File: src/status_flags_map.vh
`ifndef STATUS_FLAGS_MAP_VH
`define STATUS_FLAGS_MAP_VH
// register file address of the flags register, also its wishbone index
`define FLAGS_REG_INDEX   8'hD5
`define FLAGS_REG_ADDR    10'h354
// control register of this block (event-injection port for software)
`define CTRL_REG_ADDR     10'h000
`define RESULT_REG_ADDR   10'h004
`define STATUS_REG_ADDR   10'h008
`define PAIR_REG_ADDR     10'h00C
// flag bit positions
`define FLAG_CARRY        7
`define FLAG_ZERO         6
`define FLAG_SIGN         5
`define FLAG_OVERFLOW     4
`define FLAG_DEC_ADJ      3
`define FLAG_HALF_CARRY   2
`define FLAG_FAST_IRQ     1
`define FLAG_BANK         0
`define FLAGS_RESET       8'h00
// operation codes on the op port
`define OP_NONE           4'h0
`define OP_ADD            4'h1
`define OP_SUB            4'h2
`define OP_LOGIC          4'h3
`define OP_SHIFT          4'h4
`define OP_BIT_TEST       4'h5
`define OP_SET_CARRY      4'h6
`define OP_CLR_CARRY      4'h7
`define OP_CPL_CARRY      4'h8
`define OP_DEC_ADJ        4'h9
`define OP_FAST_IRQ_ENTER 4'hA
`define OP_IRQ_RETURN     4'hB
`define OP_BANK_ZERO      4'hC
`define OP_BANK_ONE       4'hD
`define OP_LOAD           4'hE
`define OP_INC_DEC        4'hF
// fields of the control register
`define CTRL_OP_LSB       0
`define CTRL_A_LSB        8
`define CTRL_B_LSB        16
`define CTRL_CIN_BIT      24
`define CTRL_GO_BIT       31
`endif

File: src/cpu_status_flags_unit.v
// The Wishbone register port was left to the implementer.
`timescale 1ns/1ps
// How it works
// - eight flag bits; top four feed jumps
// - plain loads write the flags directly
// - flag update colliding with direct write unpredictable
// - carry from carry-out or borrow at bit 7
// - shift carry takes last bit shifted out
// - carry can be set, cleared, inverted
// - zero set when arithmetic/logic result zero
// - zero set when bit-test/shift result zero
// - sign copies result most significant bit
// - overflow on signed range exceeded
// - logic operations clear overflow
// - decimal bit records add versus subtract
// - half carry from bit 3 or 4 borrow
// - decimal adjust uses half carry and mode
// - fast irq bit set on entry, cleared on return
// - fast irq bit blocks interrupts, selects fast return
// - bank bit cleared or set by bank instructions
// - branch target adds signed byte to next address
// - register pair addresses must be even
`include "status_flags_map.vh"

module cpu_status_flags_unit (
  // clock, reset, enable
  input  wire        clk,
  input  wire        resetn,
  input  wire        clk_en,
  // cpu execution port
  input  wire        exec_valid,
  input  wire [3:0]  exec_op,
  input  wire [7:0]  exec_a,
  input  wire [7:0]  exec_b,
  input  wire        exec_cin,
  input  wire        exec_shift_out,
  input  wire        load_we,
  input  wire [7:0]  load_data,
  input  wire [15:0] next_pc,
  input  wire [7:0]  branch_disp,
  input  wire [7:0]  pair_addr,
  // flag outputs for the cpu
  output reg  [7:0]  flags_q,
  output reg  [3:0]  jump_flags_q,
  output reg         irq_block_q,
  output reg         fast_return_q,
  output reg         bank_sel_q,
  output reg  [7:0]  result_q,
  output reg  [15:0] branch_target_q,
  output reg         pair_err_q,
  // classic wishbone slave
  input  wire [9:0]  wb_adr_i,
  input  wire [31:0] wb_dat_i,
  input  wire [3:0]  wb_sel_i,
  input  wire        wb_we_i,
  input  wire        wb_cyc_i,
  input  wire        wb_stb_i,
  output reg  [31:0] wb_dat_o,
  output reg         wb_ack_o
);

  // ----------------------------------------------------------
  // functions
  // ----------------------------------------------------------
  // zero detect is shared by every result path
  function is_zero;
    input [7:0] v;
    begin
      is_zero = (v == 8'h00);
    end
  endfunction

  // signed overflow of a+b (or a-b with b already inverted)
  function sum_ovf;
    input [7:0] a;
    input [7:0] b;
    input [7:0] r;
    begin
      sum_ovf = (a[7] == b[7]) && (r[7] != a[7]);
    end
  endfunction

  // nine-bit sum, bit 8 is the carry out of bit 7
  function [8:0] add9;
    input [7:0] x;
    input [7:0] y;
    input       c;
    begin
      add9 = {1'b0, x} + {1'b0, y} + {8'h00, c};
    end
  endfunction

  // nine-bit difference, bit 8 is the borrow out of bit 7
  function [8:0] sub9;
    input [7:0] x;
    input [7:0] y;
    input       c;
    begin
      sub9 = {1'b0, x} - {1'b0, y} - {8'h00, c};
    end
  endfunction

  // low nibble sum, bit 4 is the carry out of bit 3
  function [4:0] nib_add;
    input [3:0] x;
    input [3:0] y;
    input       c;
    begin
      nib_add = {1'b0, x} + {1'b0, y} + {4'h0, c};
    end
  endfunction

  // low nibble difference, bit 4 is the borrow out of the nibble
  function [4:0] nib_sub;
    input [3:0] x;
    input [3:0] y;
    input       c;
    begin
      nib_sub = {1'b0, x} - {1'b0, y} - {4'h0, c};
    end
  endfunction

  // ----------------------------------------------------------
  // operation source mux
  // ----------------------------------------------------------
  reg  [31:0] ctrl_q;
  reg  [31:0] ctrl_d;
  reg         sw_go_q;
  wire        go;
  wire [3:0]  op;
  wire [7:0]  a;
  wire [7:0]  b;
  wire        cin;

  // software injection wins over the cpu port for that one cycle
  assign go  = exec_valid | sw_go_q;
  assign op  = sw_go_q ? ctrl_q[`CTRL_OP_LSB+3:`CTRL_OP_LSB] : exec_op;
  assign a   = sw_go_q ? ctrl_q[`CTRL_A_LSB+7:`CTRL_A_LSB] : exec_a;
  assign b   = sw_go_q ? ctrl_q[`CTRL_B_LSB+7:`CTRL_B_LSB] : exec_b;
  assign cin = sw_go_q ? ctrl_q[`CTRL_CIN_BIT] : exec_cin;

  // ----------------------------------------------------------
  // arithmetic
  // ----------------------------------------------------------
  reg  [8:0]  sum9;
  reg  [4:0]  nib5;
  reg  [7:0]  res;
  reg  [7:0]  adj;
  reg  [7:0]  flags_d;
  reg         collide;

  // operand conventions of the execution port:
  // logic and shift results are computed by the cpu and arrive in a,
  // so this block only judges them; the shift carry arrives on its
  // own pin because the operand alone cannot tell the direction.
  // inc/dec passes its step in b (01 or FF) and leaves carry alone.
  // decimal adjust reads carry, half carry and the decimal bit left
  // by the previous add or subtract, so nothing may run in between.
  // without go nothing changes: every flag keeps its old value
  always @* begin
    flags_d = flags_q;
    res     = result_q;
    sum9    = 9'h000;
    nib5    = 5'h00;
    adj     = 8'h00;
    if (go) begin
      case (op)
        `OP_ADD: begin
          sum9 = add9(a, b, cin);
          nib5 = nib_add(a[3:0], b[3:0], cin);
          res  = sum9[7:0];
          flags_d[`FLAG_CARRY] = sum9[8];
          flags_d[`FLAG_OVERFLOW] = sum_ovf(a, b, res);
          flags_d[`FLAG_DEC_ADJ] = 1'b0;
          flags_d[`FLAG_HALF_CARRY] = nib5[4];
        end
        `OP_SUB: begin
          sum9 = sub9(a, b, cin);
          nib5 = nib_sub(a[3:0], b[3:0], cin);
          res  = sum9[7:0];
          flags_d[`FLAG_CARRY] = sum9[8];
          flags_d[`FLAG_OVERFLOW] = sum_ovf(a, ~b, res);
          flags_d[`FLAG_DEC_ADJ] = 1'b1;
          // borrow out of bit 3 is the low nibble's borrow
          flags_d[`FLAG_HALF_CARRY] = nib5[4];
        end
        `OP_INC_DEC: begin
          // b carries the signed step (01 or FF); carry untouched
          res = a + b;
          flags_d[`FLAG_OVERFLOW] = sum_ovf(a, b, res);
        end
        `OP_LOGIC: begin
          res = a; // logic result computed by the cpu
          flags_d[`FLAG_OVERFLOW] = 1'b0;
        end
        `OP_SHIFT: begin
          res = a;
          flags_d[`FLAG_CARRY] = exec_shift_out;
        end
        `OP_BIT_TEST: begin
          res = a & b;
        end
        `OP_DEC_ADJ: begin
          // correction picked from carry, half carry and mode
          if (flags_q[`FLAG_HALF_CARRY] || (a[3:0] > 4'h9)) begin
            adj[3:0] = 4'h6;
          end
          if (flags_q[`FLAG_CARRY] || (a > 8'h99)) begin
            adj[7:4] = 4'h6;
            flags_d[`FLAG_CARRY] = 1'b1;
          end
          res = flags_q[`FLAG_DEC_ADJ] ? a - adj : a + adj;
        end
        `OP_SET_CARRY: flags_d[`FLAG_CARRY] = 1'b1;
        `OP_CLR_CARRY: flags_d[`FLAG_CARRY] = 1'b0;
        `OP_CPL_CARRY: flags_d[`FLAG_CARRY] = ~flags_q[`FLAG_CARRY];
        `OP_FAST_IRQ_ENTER: flags_d[`FLAG_FAST_IRQ] = 1'b1;
        `OP_IRQ_RETURN: flags_d[`FLAG_FAST_IRQ] = 1'b0;
        `OP_BANK_ZERO: flags_d[`FLAG_BANK] = 1'b0;
        `OP_BANK_ONE: flags_d[`FLAG_BANK] = 1'b1;
        default: ;
      endcase
      // zero follows every result-producing operation, sign every one except bit test
      case (op)
        `OP_ADD, `OP_SUB, `OP_INC_DEC, `OP_LOGIC, `OP_DEC_ADJ: begin
          flags_d[`FLAG_ZERO] = is_zero(res);
          flags_d[`FLAG_SIGN] = res[7];
        end
        `OP_SHIFT: begin
          flags_d[`FLAG_ZERO] = is_zero(res);
          flags_d[`FLAG_SIGN] = res[7];
        end
        `OP_BIT_TEST: flags_d[`FLAG_ZERO] = is_zero(res);
        default: ;
      endcase
    end
  end

  // ----------------------------------------------------------
  // wishbone decode
  // ----------------------------------------------------------
  wire wb_req;
  wire wb_wr;
  wire flags_hit;
  wire sw_flags_we;
  wire direct_we;

  assign wb_req      = wb_cyc_i & wb_stb_i & ~wb_ack_o;
  // a write lands on the edge that samples ack high
  assign wb_wr       = wb_cyc_i & wb_stb_i & wb_we_i & wb_ack_o;
  assign flags_hit   = (wb_adr_i == `FLAGS_REG_ADDR);
  assign sw_flags_we = wb_wr & flags_hit & wb_sel_i[0];
  assign direct_we   = load_we | sw_flags_we;
  // both writers at once: value is mixed, software must avoid it
  always @* begin
    collide = direct_we & go & (op != `OP_LOAD) & (op != `OP_NONE);
  end

  // control register write with byte lanes
  always @* begin
    ctrl_d = ctrl_q;
    if (wb_wr && (wb_adr_i == `CTRL_REG_ADDR)) begin
      if (wb_sel_i[0]) ctrl_d[7:0]   = wb_dat_i[7:0];
      if (wb_sel_i[1]) ctrl_d[15:8]  = wb_dat_i[15:8];
      if (wb_sel_i[2]) ctrl_d[23:16] = wb_dat_i[23:16];
      if (wb_sel_i[3]) ctrl_d[31:24] = wb_dat_i[31:24];
    end
  end

  // ----------------------------------------------------------
  // state update
  // ----------------------------------------------------------
  reg [7:0] flags_n;
  reg [7:0] load_val;

  // merge of the direct writers with the flag logic
  always @* begin
    load_val = load_we ? load_data : wb_dat_i[7:0];
    // collision: or of both writers models the undefined merge
    if (collide) begin
      flags_n = flags_d | load_val;
    end else if (direct_we) begin
      flags_n = load_val;
    end else begin
      flags_n = flags_d;
    end
  end

  // ----------------------------------------------------------
  // flags register and its mirrors
  // ----------------------------------------------------------
  // all flags land together at the end of the execute cycle
  always @(posedge clk) begin
    if (!resetn) begin
      flags_q <= `FLAGS_RESET;
    end else if (clk_en) begin
      flags_q <= flags_n;
    end
  end

  // mirrors load from the next value so they never lag flags_q;
  // the cpu may read either copy in the same cycle
  always @(posedge clk) begin
    if (!resetn) begin
      jump_flags_q  <= 4'h0;
      irq_block_q   <= 1'b0;
      fast_return_q <= 1'b0;
      bank_sel_q    <= 1'b0;
    end else if (clk_en) begin
      jump_flags_q  <= flags_n[7:4];
      irq_block_q   <= flags_n[`FLAG_FAST_IRQ];
      fast_return_q <= flags_n[`FLAG_FAST_IRQ];
      bank_sel_q    <= flags_n[`FLAG_BANK];
    end
  end

  // result is held between operations so software can read it later
  always @(posedge clk) begin
    if (!resetn) begin
      result_q <= 8'h00;
    end else if (clk_en && go) begin
      result_q <= res;
    end
  end

  // ----------------------------------------------------------
  // address helpers
  // ----------------------------------------------------------
  // both are one cycle behind their inputs; the cpu must not use
  // them in the cycle in which it presents the operands
  always @(posedge clk) begin
    if (!resetn) begin
      branch_target_q <= 16'h0000;
      pair_err_q      <= 1'b0;
    end else if (clk_en) begin
      // sign-extended displacement from the following instruction
      branch_target_q <= next_pc
                         + {{8{branch_disp[7]}}, branch_disp};
      pair_err_q      <= pair_addr[0];
    end
  end

  // ----------------------------------------------------------
  // software control and bus response
  // ----------------------------------------------------------
  // go clears itself so that one write runs exactly one operation
  always @(posedge clk) begin
    if (!resetn) begin
      ctrl_q  <= 32'h0000_0000;
      sw_go_q <= 1'b0;
    end else if (clk_en) begin
      ctrl_q  <= {1'b0, ctrl_d[30:0]};
      sw_go_q <= ctrl_d[`CTRL_GO_BIT];
    end
  end

  // ack rises one cycle after the request and drops the next cycle
  always @(posedge clk) begin
    if (!resetn) begin
      wb_ack_o <= 1'b0;
    end else if (clk_en) begin
      wb_ack_o <= wb_req;
    end
  end

  // read data loads with ack so it stands when ack is sampled
  always @(posedge clk) begin
    if (!resetn) begin
      wb_dat_o <= 32'h0000_0000;
    end else if (clk_en) begin
      if (wb_req && !wb_we_i) begin
        case (wb_adr_i)
          `CTRL_REG_ADDR:   wb_dat_o <= ctrl_q;
          `RESULT_REG_ADDR: wb_dat_o <= {24'h000000, result_q};
          `FLAGS_REG_ADDR:  wb_dat_o <= {24'h000000, flags_q};
          `STATUS_REG_ADDR: wb_dat_o <= {29'h00000000, pair_err_q,
                                         bank_sel_q, irq_block_q};
          `PAIR_REG_ADDR:   wb_dat_o <= {16'h0000, branch_target_q};
          default:          wb_dat_o <= 32'h0000_0000;
        endcase
      end
    end
  end

endmodule

File: config.mk
export PLATFORM = sky130hd
export DESIGN_NAME = cpu_status_flags_unit
export DESIGN_NICKNAME = d
export VERILOG_FILES = /design/src/cpu_status_flags_unit.v
export VERILOG_INCLUDE_DIRS = /design/src
export SDC_FILE = /design/constraint.sdc
export NUM_CORES = 1
export LEC_CHECK = 0
export ABC_CLOCK_PERIOD_IN_PS = 8000
export BUFFER_PORTS_ARGS = -buffer_cell sky130_fd_sc_hd__buf_2
export CORE_MARGIN = 3
export CORE_UTILIZATION = 32
export CTS_BUF_LIST = sky130_fd_sc_hd__clkbuf_16
export DETAILED_ROUTE_END_ITERATION = 8
export PLACE_DENSITY_LB_ADDON = 0.08
export SLEW_MARGIN = 0
export SYNTH_ARGS = -nofsm -noshare
export SYNTH_HDL_FRONTEND = slang
export SYNTH_SLANG_ARGS = --single-unit
File: constraint.sdc
create_clock -name clk -period 8 [get_ports clk]
set_input_delay 1.2 -clock clk [delete_from_list [all_inputs] [get_ports clk]]
set_output_delay 1.2 -clock clk [all_outputs]
set_load 0.005 [all_outputs]
==> results of run 1 <==
[logic make-up (layout without fill, tap and decap cells)]
logic type	count (synthesis)	in the layout	share of synthesized area, %
buf+inv	87	241	5.51
mux	43	43	7.23
other cells	1	1	0.0547
simple gates	293	293	19.6
xor+xnor	33	33	4.22
compound gates	256	256	25.2
flops	97	97	28.3
fa+ha+maj	50	50	9.78
[through the flow]
step / worst slack (ps) / std cells
6_report: 3620 / 1284
5_1_grt: 3390 / 1284
4_1_cts: 3590 / 1284
3_5_place_dp: 3390 / 1268
3_3_place_gp: 3350 / 1268
2_1_floorplan: 4000 / 860
[state kept, by name, indices dropped and copies added, names as in the netlist]
signal,flops
pair_err_q,1
sw_go_q,1
result_q,8
wb_dat_o,31
ctrl_q,31
wb_ack_o,1
flags_q,8
branch_target_q,16
[power breakdown]
part | switching [mW] | total, mW | internal (mW) | leakage, nW
logic | 0.190 | 0.334 | 0.145 | 2.55
registers | 0.0206 | 0.519 | 0.498 | 0.788
clock network | 0.219 | 0.440 | 0.221 | 0.140
[layout make-up]
type                            count  area [µm²]  area share (%)
Clock inverter                      7        73.8           0.898
Timing Repair Buffer              187         953            11.6
Tap cell                          270         338            4.11
Inverter                           38         143            1.74
Clock buffer                        9         225            2.74
Multi-Input combinational cell    676        4540            55.3
Sequential cell                    97        1940            23.6
[per-layer routing]
| metal | GRT usage [%] | routed length (µm) | share of wire, % |
|---|---|---|---|
| met3 | 3.69 | 1480 | 6.2 |
| met2 | 32.0 | 11100 | 46 |
| met5 | 0 | 0 | 0 |
| met1 | 27.0 | 10900 | 46 |
| met4 | 5.61 | 431 | 1.8 |
[worst max-delay path by stage]
stage	startpoint	to	slack [ps]	cells after the start
after global placement	exec_a[1]	flags_q[6]	3350	13
after CTS	sw_go_q	flags_q[6]	3590	12
final	sw_go_q	flags_q[6]	3620	12
after floorplan	exec_a[0]	flags_q[6]	4000	10
after global routing	sw_go_q	flags_q[6]	3390	12
after detailed placement	exec_a[1]	flags_q[6]	3390	13
[worst max-delay path: cells and delay by family (launching register included)]
kind	cells	cell delay [ps]
AO/OA/AOI/OAI	6	1320
flip-flops	1	970
AND/OR/NAND/NOR	3	960
adder cells (fa/ha/maj)	1	300
multiplexers	1	550
XOR/XNOR	1	150
[cells in the final DEF, fill, tap and decap left out, types with 18 or more instances in the layout]
cell | synthesis | final
a21oi_1 | 88 | 88
buf_2 | 2 | 180
dfxtp_1 | 97 | 96
ha_1 | 44 | 44
inv_1 | 36 | 36
mux2_2 | 19 | 19
mux2i_1 | 18 | 18
nand2_1 | 93 | 93
nand3_1 | 57 | 57
nor2_1 | 75 | 75
nor3_1 | 22 | 22
o21ai_0 | 42 | 42
xnor2_1 | 21 | 21
==> out/metrics.cfg, run 1 <==
[status]
status=completed

[worst_hold_path]
whs_path_depth=2
hp-class=reg2reg
hp-start=wb_dat_o[17]
hold_path_end=wb_dat_o[17]

[synth]
synth.avg_cell_area_um2=7.97
synth_area_um2=6860
yosys_register_bits=97
yosysSeqAreaShare_pct=28.3
synthTopCellsByArea=dfxtp_1 (28%), ha_1 (8.0%), a21oi_1 (6.4%)
syn_nets=1026
yosysTopAreaCell=dfxtp_1
synth_cell_type_count=77
synth_ff_type=dfxtp_1
ys_warn_count=0
synth.cells.most_frequent=dfxtp_1 (97), nand2_1 (93), a21oi_1 (88), nor2_1 (75), nand3_1 (57)
async_flop_share_pct=0
yosysTopAreaCellShare_pct=28.3
synth_edf_count=0
yosysMostFrequentCell=dfxtp_1
syn_inst=860

[final_layout]
antenna_cells=0
postLayoutCellArea_um2=8220
syn_to_final_growth_pct=19.9
fin_util_pct=39.8
layout.nets=1175
drive_above_1_share_pct=25.0
nFillCells=2143

[place]
place_area_um2=7920
port_buffers=180
place.gp.congestion=0.877
dp_hpwl_mm=18.8

[worst_setup_path]
cp_cell_sequence=mux2i_2 > a21oi_1 > or2_2 > ha_1 > o21ai_0 > nand2b_1 > xor2_1 > a22oi_1 > o2111ai_1 > a21o_1 > or4_1 > o41ai_2
cp-start-kind=register
critPathMaxStageDelay_ps=970
arrival_ps=4630
reg2reg_from=sw_go_q
cp_slowest_cell=dfxtp_2
path_max_fanout=39
worst-r2r-setup-slack_ps=3620
crit_type=reg2reg
cp.required_ps=8250
worstReg2RegEnd=flags_q[6]
end_kind=register
reg2reg_depth=12

[die]
coreArea_um2=20600
std_cell_rows=52
pin_count=189
die_area_um2=23200
start_util_pct=33.2
die_w_um=152
fp.dieH_um=152

[global_route]
grt_pass1_vias=6645
overflow=0
grt_pass1_wl_mm=37.2
grtUsageTotal_pct=19.8
antenna_found_initial=0
grt_start_max_net_pins=44

[cts]
cts_setup_buffers=0
htreeDepth=3
cts-resized-gates=0
postCtsHoldBufs=0
clk_pin_slew_ps=80
clkSinkCount=97
clock_latency_ps=350
cts_tree=yes
cts.path.max_buffers=2
cts_root_buffer=clkbuf_16
cts_buffers=9

[timing]
period_share_pct=54.7
period_needed_ps=4380
setup_viol=0
fin_setup_tns_ps=0
tightestPinTransition_ps=977
slew_viol_final=0
finClkSkew_ps=12.0
holdWs_ps=452
hold_viol=0
clock.fmax_mhz=228
rsz0062_at_grt=false
relSlewSlack_pct=34.6

[job]
maxCapViolCount=0

[power]
power_density_nw_per_um2=157
finalPower_mw=1.29
ir_worst_vdd_mv=0.0798
p_leak_nw=3.48

[detailed_routing]
ant_nets=0
wl_per_cell_um=18.6
vias=6877
viasPerCell=5.36
drt_pass1_iterations=5
initialDrtViolationCount=597
totalWireLength_mm=23.9
route.detailed.drc=0

Note: power is estimated with default switching activity, not from simulation.
==> run 2, diff against run 1 <==
--- a/config.mk
+++ b/config.mk
@@ -6,7 +6,7 @@
 export SDC_FILE = /design/constraint.sdc
 export NUM_CORES = 1
 export LEC_CHECK = 0
-export ABC_CLOCK_PERIOD_IN_PS = 8000
+export ABC_CLOCK_PERIOD_IN_PS = 3600
 export BUFFER_PORTS_ARGS = -buffer_cell sky130_fd_sc_hd__buf_2
 export CORE_MARGIN = 3
 export CORE_UTILIZATION = 32
==> constraint.sdc (replaced) <==
create_clock -name clk -period 3.6 [get_ports clk]
set_input_delay 0.54 -clock clk [delete_from_list [all_inputs] [get_ports clk]]
set_output_delay 0.54 -clock clk [all_outputs]
set_load 0.005 [all_outputs]
==> run 2 against run 1 <==
Hold slack got worse by 31 ps. Critical path depth decreased by 3. Worst setup slack got worse by 3500 ps. Final cell count increased by 3.6%. Flip-flop and latch count unchanged. Global-route usage increased by 0.52 points. Wire length increased by 1.4%. Clock skew decreased by 1.2 ps. Sequential share of layout area decreased by 1.1 points. Sequential power increased by 120%. Via count increased by 2.5%. Critical path type unchanged.
==> out/metrics.cfg, run 2 (synthesis gave the netlist of run 1 again) <==
[timing]
hold_viol=0
tightestPinTransition_ps=641
clock.fmax_mhz=287
finClkSkew_ps=10.8
period_share_pct=96.9
setup_viol=0
slew_viol_final=0
relSlewSlack_pct=57.1
fin_ws_ps=111
period_needed_ps=3490

[detailed_routing]
drt_pass1_iterations=6
initialDrtViolationCount=502
viasPerCell=5.30
route.detailed.drc=0
vias=7051
wl_per_cell_um=18.2
ant_nets=0
totalWireLength_mm=24.2

[worst_setup_path]
arrival_ps=3750
end_kind=register
cp.required_ps=3860
worstReg2RegEnd=flags_q[6]
worst-r2r-setup-slack_ps=110
cp_top_family=adder cells
critPathMaxStageDelay_ps=560
reg2reg_depth=9
cp-start-kind=register
crit_type=reg2reg
reg2reg_from=sw_go_q
path_max_fanout=9
path_buf_inv=1
cp_common_cell=fa_1
cp_slowest_cell=or4_1
cp_cell_sequence=mux2_4 > fa_1 > fa_1 > a22o_1 > a221oi_1 > buf_4 > nand3_1 > or4_1 > o41ai_2

[power]
finalPower_mw=2.92
p_switching_uw=960
p_leak_nw=3.73
power_density_nw_per_um2=339
netSwitchingFraction_pct=32.9
p_int_mw=1.96
ir_worst_vdd_mv=0.179
seqPwrFrac_pct=39.5
power.share.clock_pct=32.6
p_comb_share_pct=27.9

[final_layout]
syn_to_final_growth_pct=25.8
layout.nets=1220
nFillCells=2156
top_regs=ctrl_q x31, wb_dat_o x31, branch_target_q x16
postLayoutCellArea_um2=8630
layout_commonest_cell=buf_2
final_cell_mix=buf_2 (180), dfxtp_1 (96), nand2_1 (93)
fin_util_pct=41.8
drive_above_1_share_pct=29.3

[cts]
cts_root_buffer=clkbuf_16
postCtsHoldBufs=0
cts_tree=yes
clk_pin_slew_ps=70
cts_buffers=9
cts.path.max_buffers=2
clock_latency_ps=360
clkSinkCount=97
htreeDepth=3

[global_route]
grt_pass1_wl_mm=38.0
grt_start_max_net_pins=45
antenna_found_initial=1
grtUsageTotal_pct=20.3
overflow=0
grt_pass1_vias=6760

[worst_hold_path]
hold_path_end=pair_err_q
hp-start=pair_addr[0]
hp-class=in2reg
whs_path_depth=3

[status]
status=completed

[die]
pin_count=189
fp.dieH_um=152
die_area_um2=23200
die_w_um=152
std_cell_rows=52
start_util_pct=33.2
coreArea_um2=20600

[job]
maxCapViolCount=0

[place]
place_area_um2=8260
dp_hpwl_mm=19.5
place.gp.congestion=0.894
pre_cts_ws_ps=-72.1
port_buffers=180

-- run 2: cell types whose count changed in the layout (fill, tap and decap cells not counted), sizes merged --
cell	before	now
inv	41	40
clkinvlp	2	1
diode	0	1
clkinv	2	4
buf	187	232
-- run 2: layout make-up --
| type | instances | area, µm² | share of cell area [%] |
|---|---|---|---|
| Multi-Input combinational cell | 676 | 4610 | 53.4 |
| Timing Repair Buffer | 232 | 1300 | 15.1 |
| Clock inverter | 7 | 63.8 | 0.740 |
| Clock buffer | 9 | 225 | 2.61 |
| Sequential cell | 97 | 1950 | 22.6 |
| Inverter | 38 | 143 | 1.65 |
| Antenna cell | 1 | 2.50 | 0.0290 |
| Tap cell | 270 | 338 | 3.92 |
-- run 2: what timing repair did --
action	CTS	global route
gates resized for setup	0	14
setup endpoints to repair	0	5
setup buffers	0	3
-- run 2: worst max path at each step --
stage,from,endpoint,slack [ps],cells after the start
2_1_floorplan,sw_go_q,flags_q[6],30,16
3_3_place_gp,exec_a[1],flags_q[6],-50,13
3_5_place_dp,exec_a[1],flags_q[6],-70,13
4_1_cts,sw_go_q,flags_q[6],10,12
5_1_grt,sw_go_q,flags_q[6],-20,13
6_report,sw_go_q,flags_q[6],110,9
-- run 2: routing by layer --
metal	vias to the layer above	global-route usage (%)	wire, µm
met3	25	3.29	1270
met2	213	32.9	11200
li1	3525	-	-
met5	-	0	0
met1	3288	27.9	11300
met4	0	5.91	487
-- run 2: power groups by stage --
stage | Combinational, mW | Clock [mW] | Sequential [mW]
global placement | 0.796 | 0 | 1.18
detailed placement | 0.792 | 0 | 1.18
finish | 0.816 | 0.953 | 1.15
global route | 0.907 | 1.01 | 1.16
floorplan | 0.509 | 0 | 1.16
CTS | 0.797 | 0.974 | 1.15
-- run 2: worst min-delay path: cells and delay by family --
kind,cells,cell delay (ps)
mux,1,60
buf+inv,1,80
simple gates,1,70
-- run 2: through the flow --
stage | std cells | TNS, ps | hold WS [ps]
4_1_cts | 1326 | 0 | 414
6_report | 1330 | 0 | 421
3_3_place_gp | 1310 | -45.4 | 436
5_1_grt | 1330 | -19.2 | 430
2_1_floorplan | 860 | 0 | 436
3_5_place_dp | 1310 | -72.1 | 442
==> run 3, diff against run 2 <==
--- a/config.mk
+++ b/config.mk
@@ -7,10 +7,10 @@
 export NUM_CORES = 1
 export LEC_CHECK = 0
 export ABC_CLOCK_PERIOD_IN_PS = 3600
-export BUFFER_PORTS_ARGS = -buffer_cell sky130_fd_sc_hd__buf_2
+export BUFFER_PORTS_ARGS = -buffer_cell sky130_fd_sc_hd__buf_4
 export CORE_MARGIN = 3
 export CORE_UTILIZATION = 32
-export CTS_BUF_LIST = sky130_fd_sc_hd__clkbuf_16
+export CTS_BUF_LIST = sky130_fd_sc_hd__clkbuf_8 sky130_fd_sc_hd__clkbuf_16
 export DETAILED_ROUTE_END_ITERATION = 8
 export PLACE_DENSITY_LB_ADDON = 0.08
 export SLEW_MARGIN = 0
==> run 3 against run 2 <==
Largest cell class unchanged. Cell area grew 5.2%. Largest power group unchanged. Non-clock buffer count grew 1. Clock skew shrank 2.7 ps. Sequential share of layout area shrank 1.1 points. First-iteration DRC count grew 14%.
==> out/metrics.cfg, run 3 (synthesis gave the netlist of run 1 again) <==
[timing]
holdWs_ps=419
period_share_pct=95.9
fin_ws_ps=147
hold_viol=0
finClkSkew_ps=8.08
relSlewSlack_pct=24.3
tightestPinTransition_ps=1130
slew_viol_final=0
period_needed_ps=3450
clock.fmax_mhz=290
setup_viol=0

[power]
p_leak_nw=3.83
power_density_nw_per_um2=330
finalPower_mw=2.99
ir_worst_vdd_mv=0.204

[worst_setup_path]
cp.required_ps=3870
cp_slowest_cell=dfxtp_4
path_max_fanout=6
critPathMaxStageDelay_ps=410
path_buf_inv=4
cp-start-kind=register
cp_top_family=compound AO/OA/AOI/OAI gates
arrival_ps=3720
crit_type=reg2reg
cp_cell_sequence=buf_4 > buf_4 > mux2_2 > inv_1 > nand3_1 > a21oi_2 > ha_1 > inv_1 > o21ai_0 > ha_1 > a21o_1 > a21oi_1 > xnor2_1 > a221o_1 > o41ai_2
end_kind=register

[place]
pre_cts_ws_ps=-30.8
place.gp.congestion=0.896
dp_hpwl_mm=19.7
port_buffers=180

[worst_hold_path]
hp-class=in2reg

[global_route]
use_met3_pct=3.83
grt_pass1_vias=6942
top_usage_layer=met2
antenna_found_initial=0
grtUsageTotal_pct=20.7
met2_usage_pct=34.1
grt_pass1_wl_mm=38.9
overflow=0
grt_start_max_net_pins=43
grtUsageMet1_pct=28.1

[detailed_routing]
viasPerCell=5.30
wl_per_cell_um=18.5
ant_nets=0
route.detailed.drc=0
initialDrtViolationCount=571
drt_pass1_iterations=7
vias=7044
totalWireLength_mm=24.6

[die]
coreArea_um2=20600
pin_count=189
start_util_pct=33.2
std_cell_rows=52
fp.dieH_um=152
die_w_um=152
die_area_um2=23200

[cts]
clk_pin_slew_ps=70
htreeDepth=3
cts.path.max_buffers=2
cts_root_buffer=clkbuf_16
cts_tree=yes
clkSinkCount=97
cts_buffers=9
clock_latency_ps=360

[job]
maxCapViolCount=0

[final_layout]
layout.nets=1221
layout_commonest_cell=buf_4
syn_to_final_growth_pct=32.4
drive_above_1_share_pct=29.2
final_cell_mix=buf_4 (232), dfxtp_1 (96), nand2_1 (93)
top_regs=ctrl_q x31, wb_dat_o x31, branch_target_q x16
fin_util_pct=44.0
nFillCells=2115
antenna_cells=0

[status]
status=completed

run 3: cell types whose count changed in the layout (fill, tap and decap cells not counted), sizes merged:
cell,before,now
buf,232,233
clkinv,4,2
clkinvlp,1,2
diode,1,0
inv,40,41
run 3: worst paths after layout:
check                      end  slack (ps)  cells past startpoint          from
setup / recovery    flags_q[6]         150                     15       sw_go_q
hold / removal      pair_err_q         420                      3  pair_addr[0]
setup reg to reg    flags_q[6]         150                     15       sw_go_q
hold reg to reg   wb_dat_o[20]         450                      2  wb_dat_o[20]
run 3: worst reg2reg max path: stages (launching register included):
cell	delay [ps]
dfxtp_4	410
buf_4	170
buf_4	140
mux2_2	390
inv_1	90
nand3_1	120
a21oi_2	200
ha_1	250
inv_1	50
o21ai_0	70
ha_1	340
a21o_1	170
a21oi_1	170
xnor2_1	110
a221o_1	370
o41ai_2	320
run 3: final cells by class:
class	count	area, µm²	area share [%]
timing repair buffer	233	1750	19.3
multi-input combinational	676	4600	50.7
clock inverter	7	71.3	0.786
tap	270	338	3.72
inverter	38	143	1.57
sequential	97	1950	21.4
clock buffer	9	225	2.48
run 3: where the power goes:
group          internal [mW]  leakage, nW  total [mW]  switching [mW]
clock network          0.489        0.139       0.975           0.486
registers               1.11        0.789        1.15          0.0483
logic                  0.426         2.90       0.865           0.440
total                   2.02         3.83        2.99           0.974
run 3: layer usage:
layer	wire length (µm)	share of wire, %
met5	0	0
met4	329	1.3
met3	1400	5.7
met2	11600	47
met1	11300	46
run 3: metrics by stage:
step	setup TNS, ps	cell area [µm²]	cells
detailed placement	-56.6	8700	1311
global placement	-8.86	8700	1311
CTS	0	9000	1327
finish	0	9080	1330
floorplan	0	6880	860
global route	-26.7	9080	1330
run 3: repair_timing:
item	CTS	global route
setup endpoints to repair	0	4
resized for setup	0	16
setup buffers	0	3
hold buffers	0	0
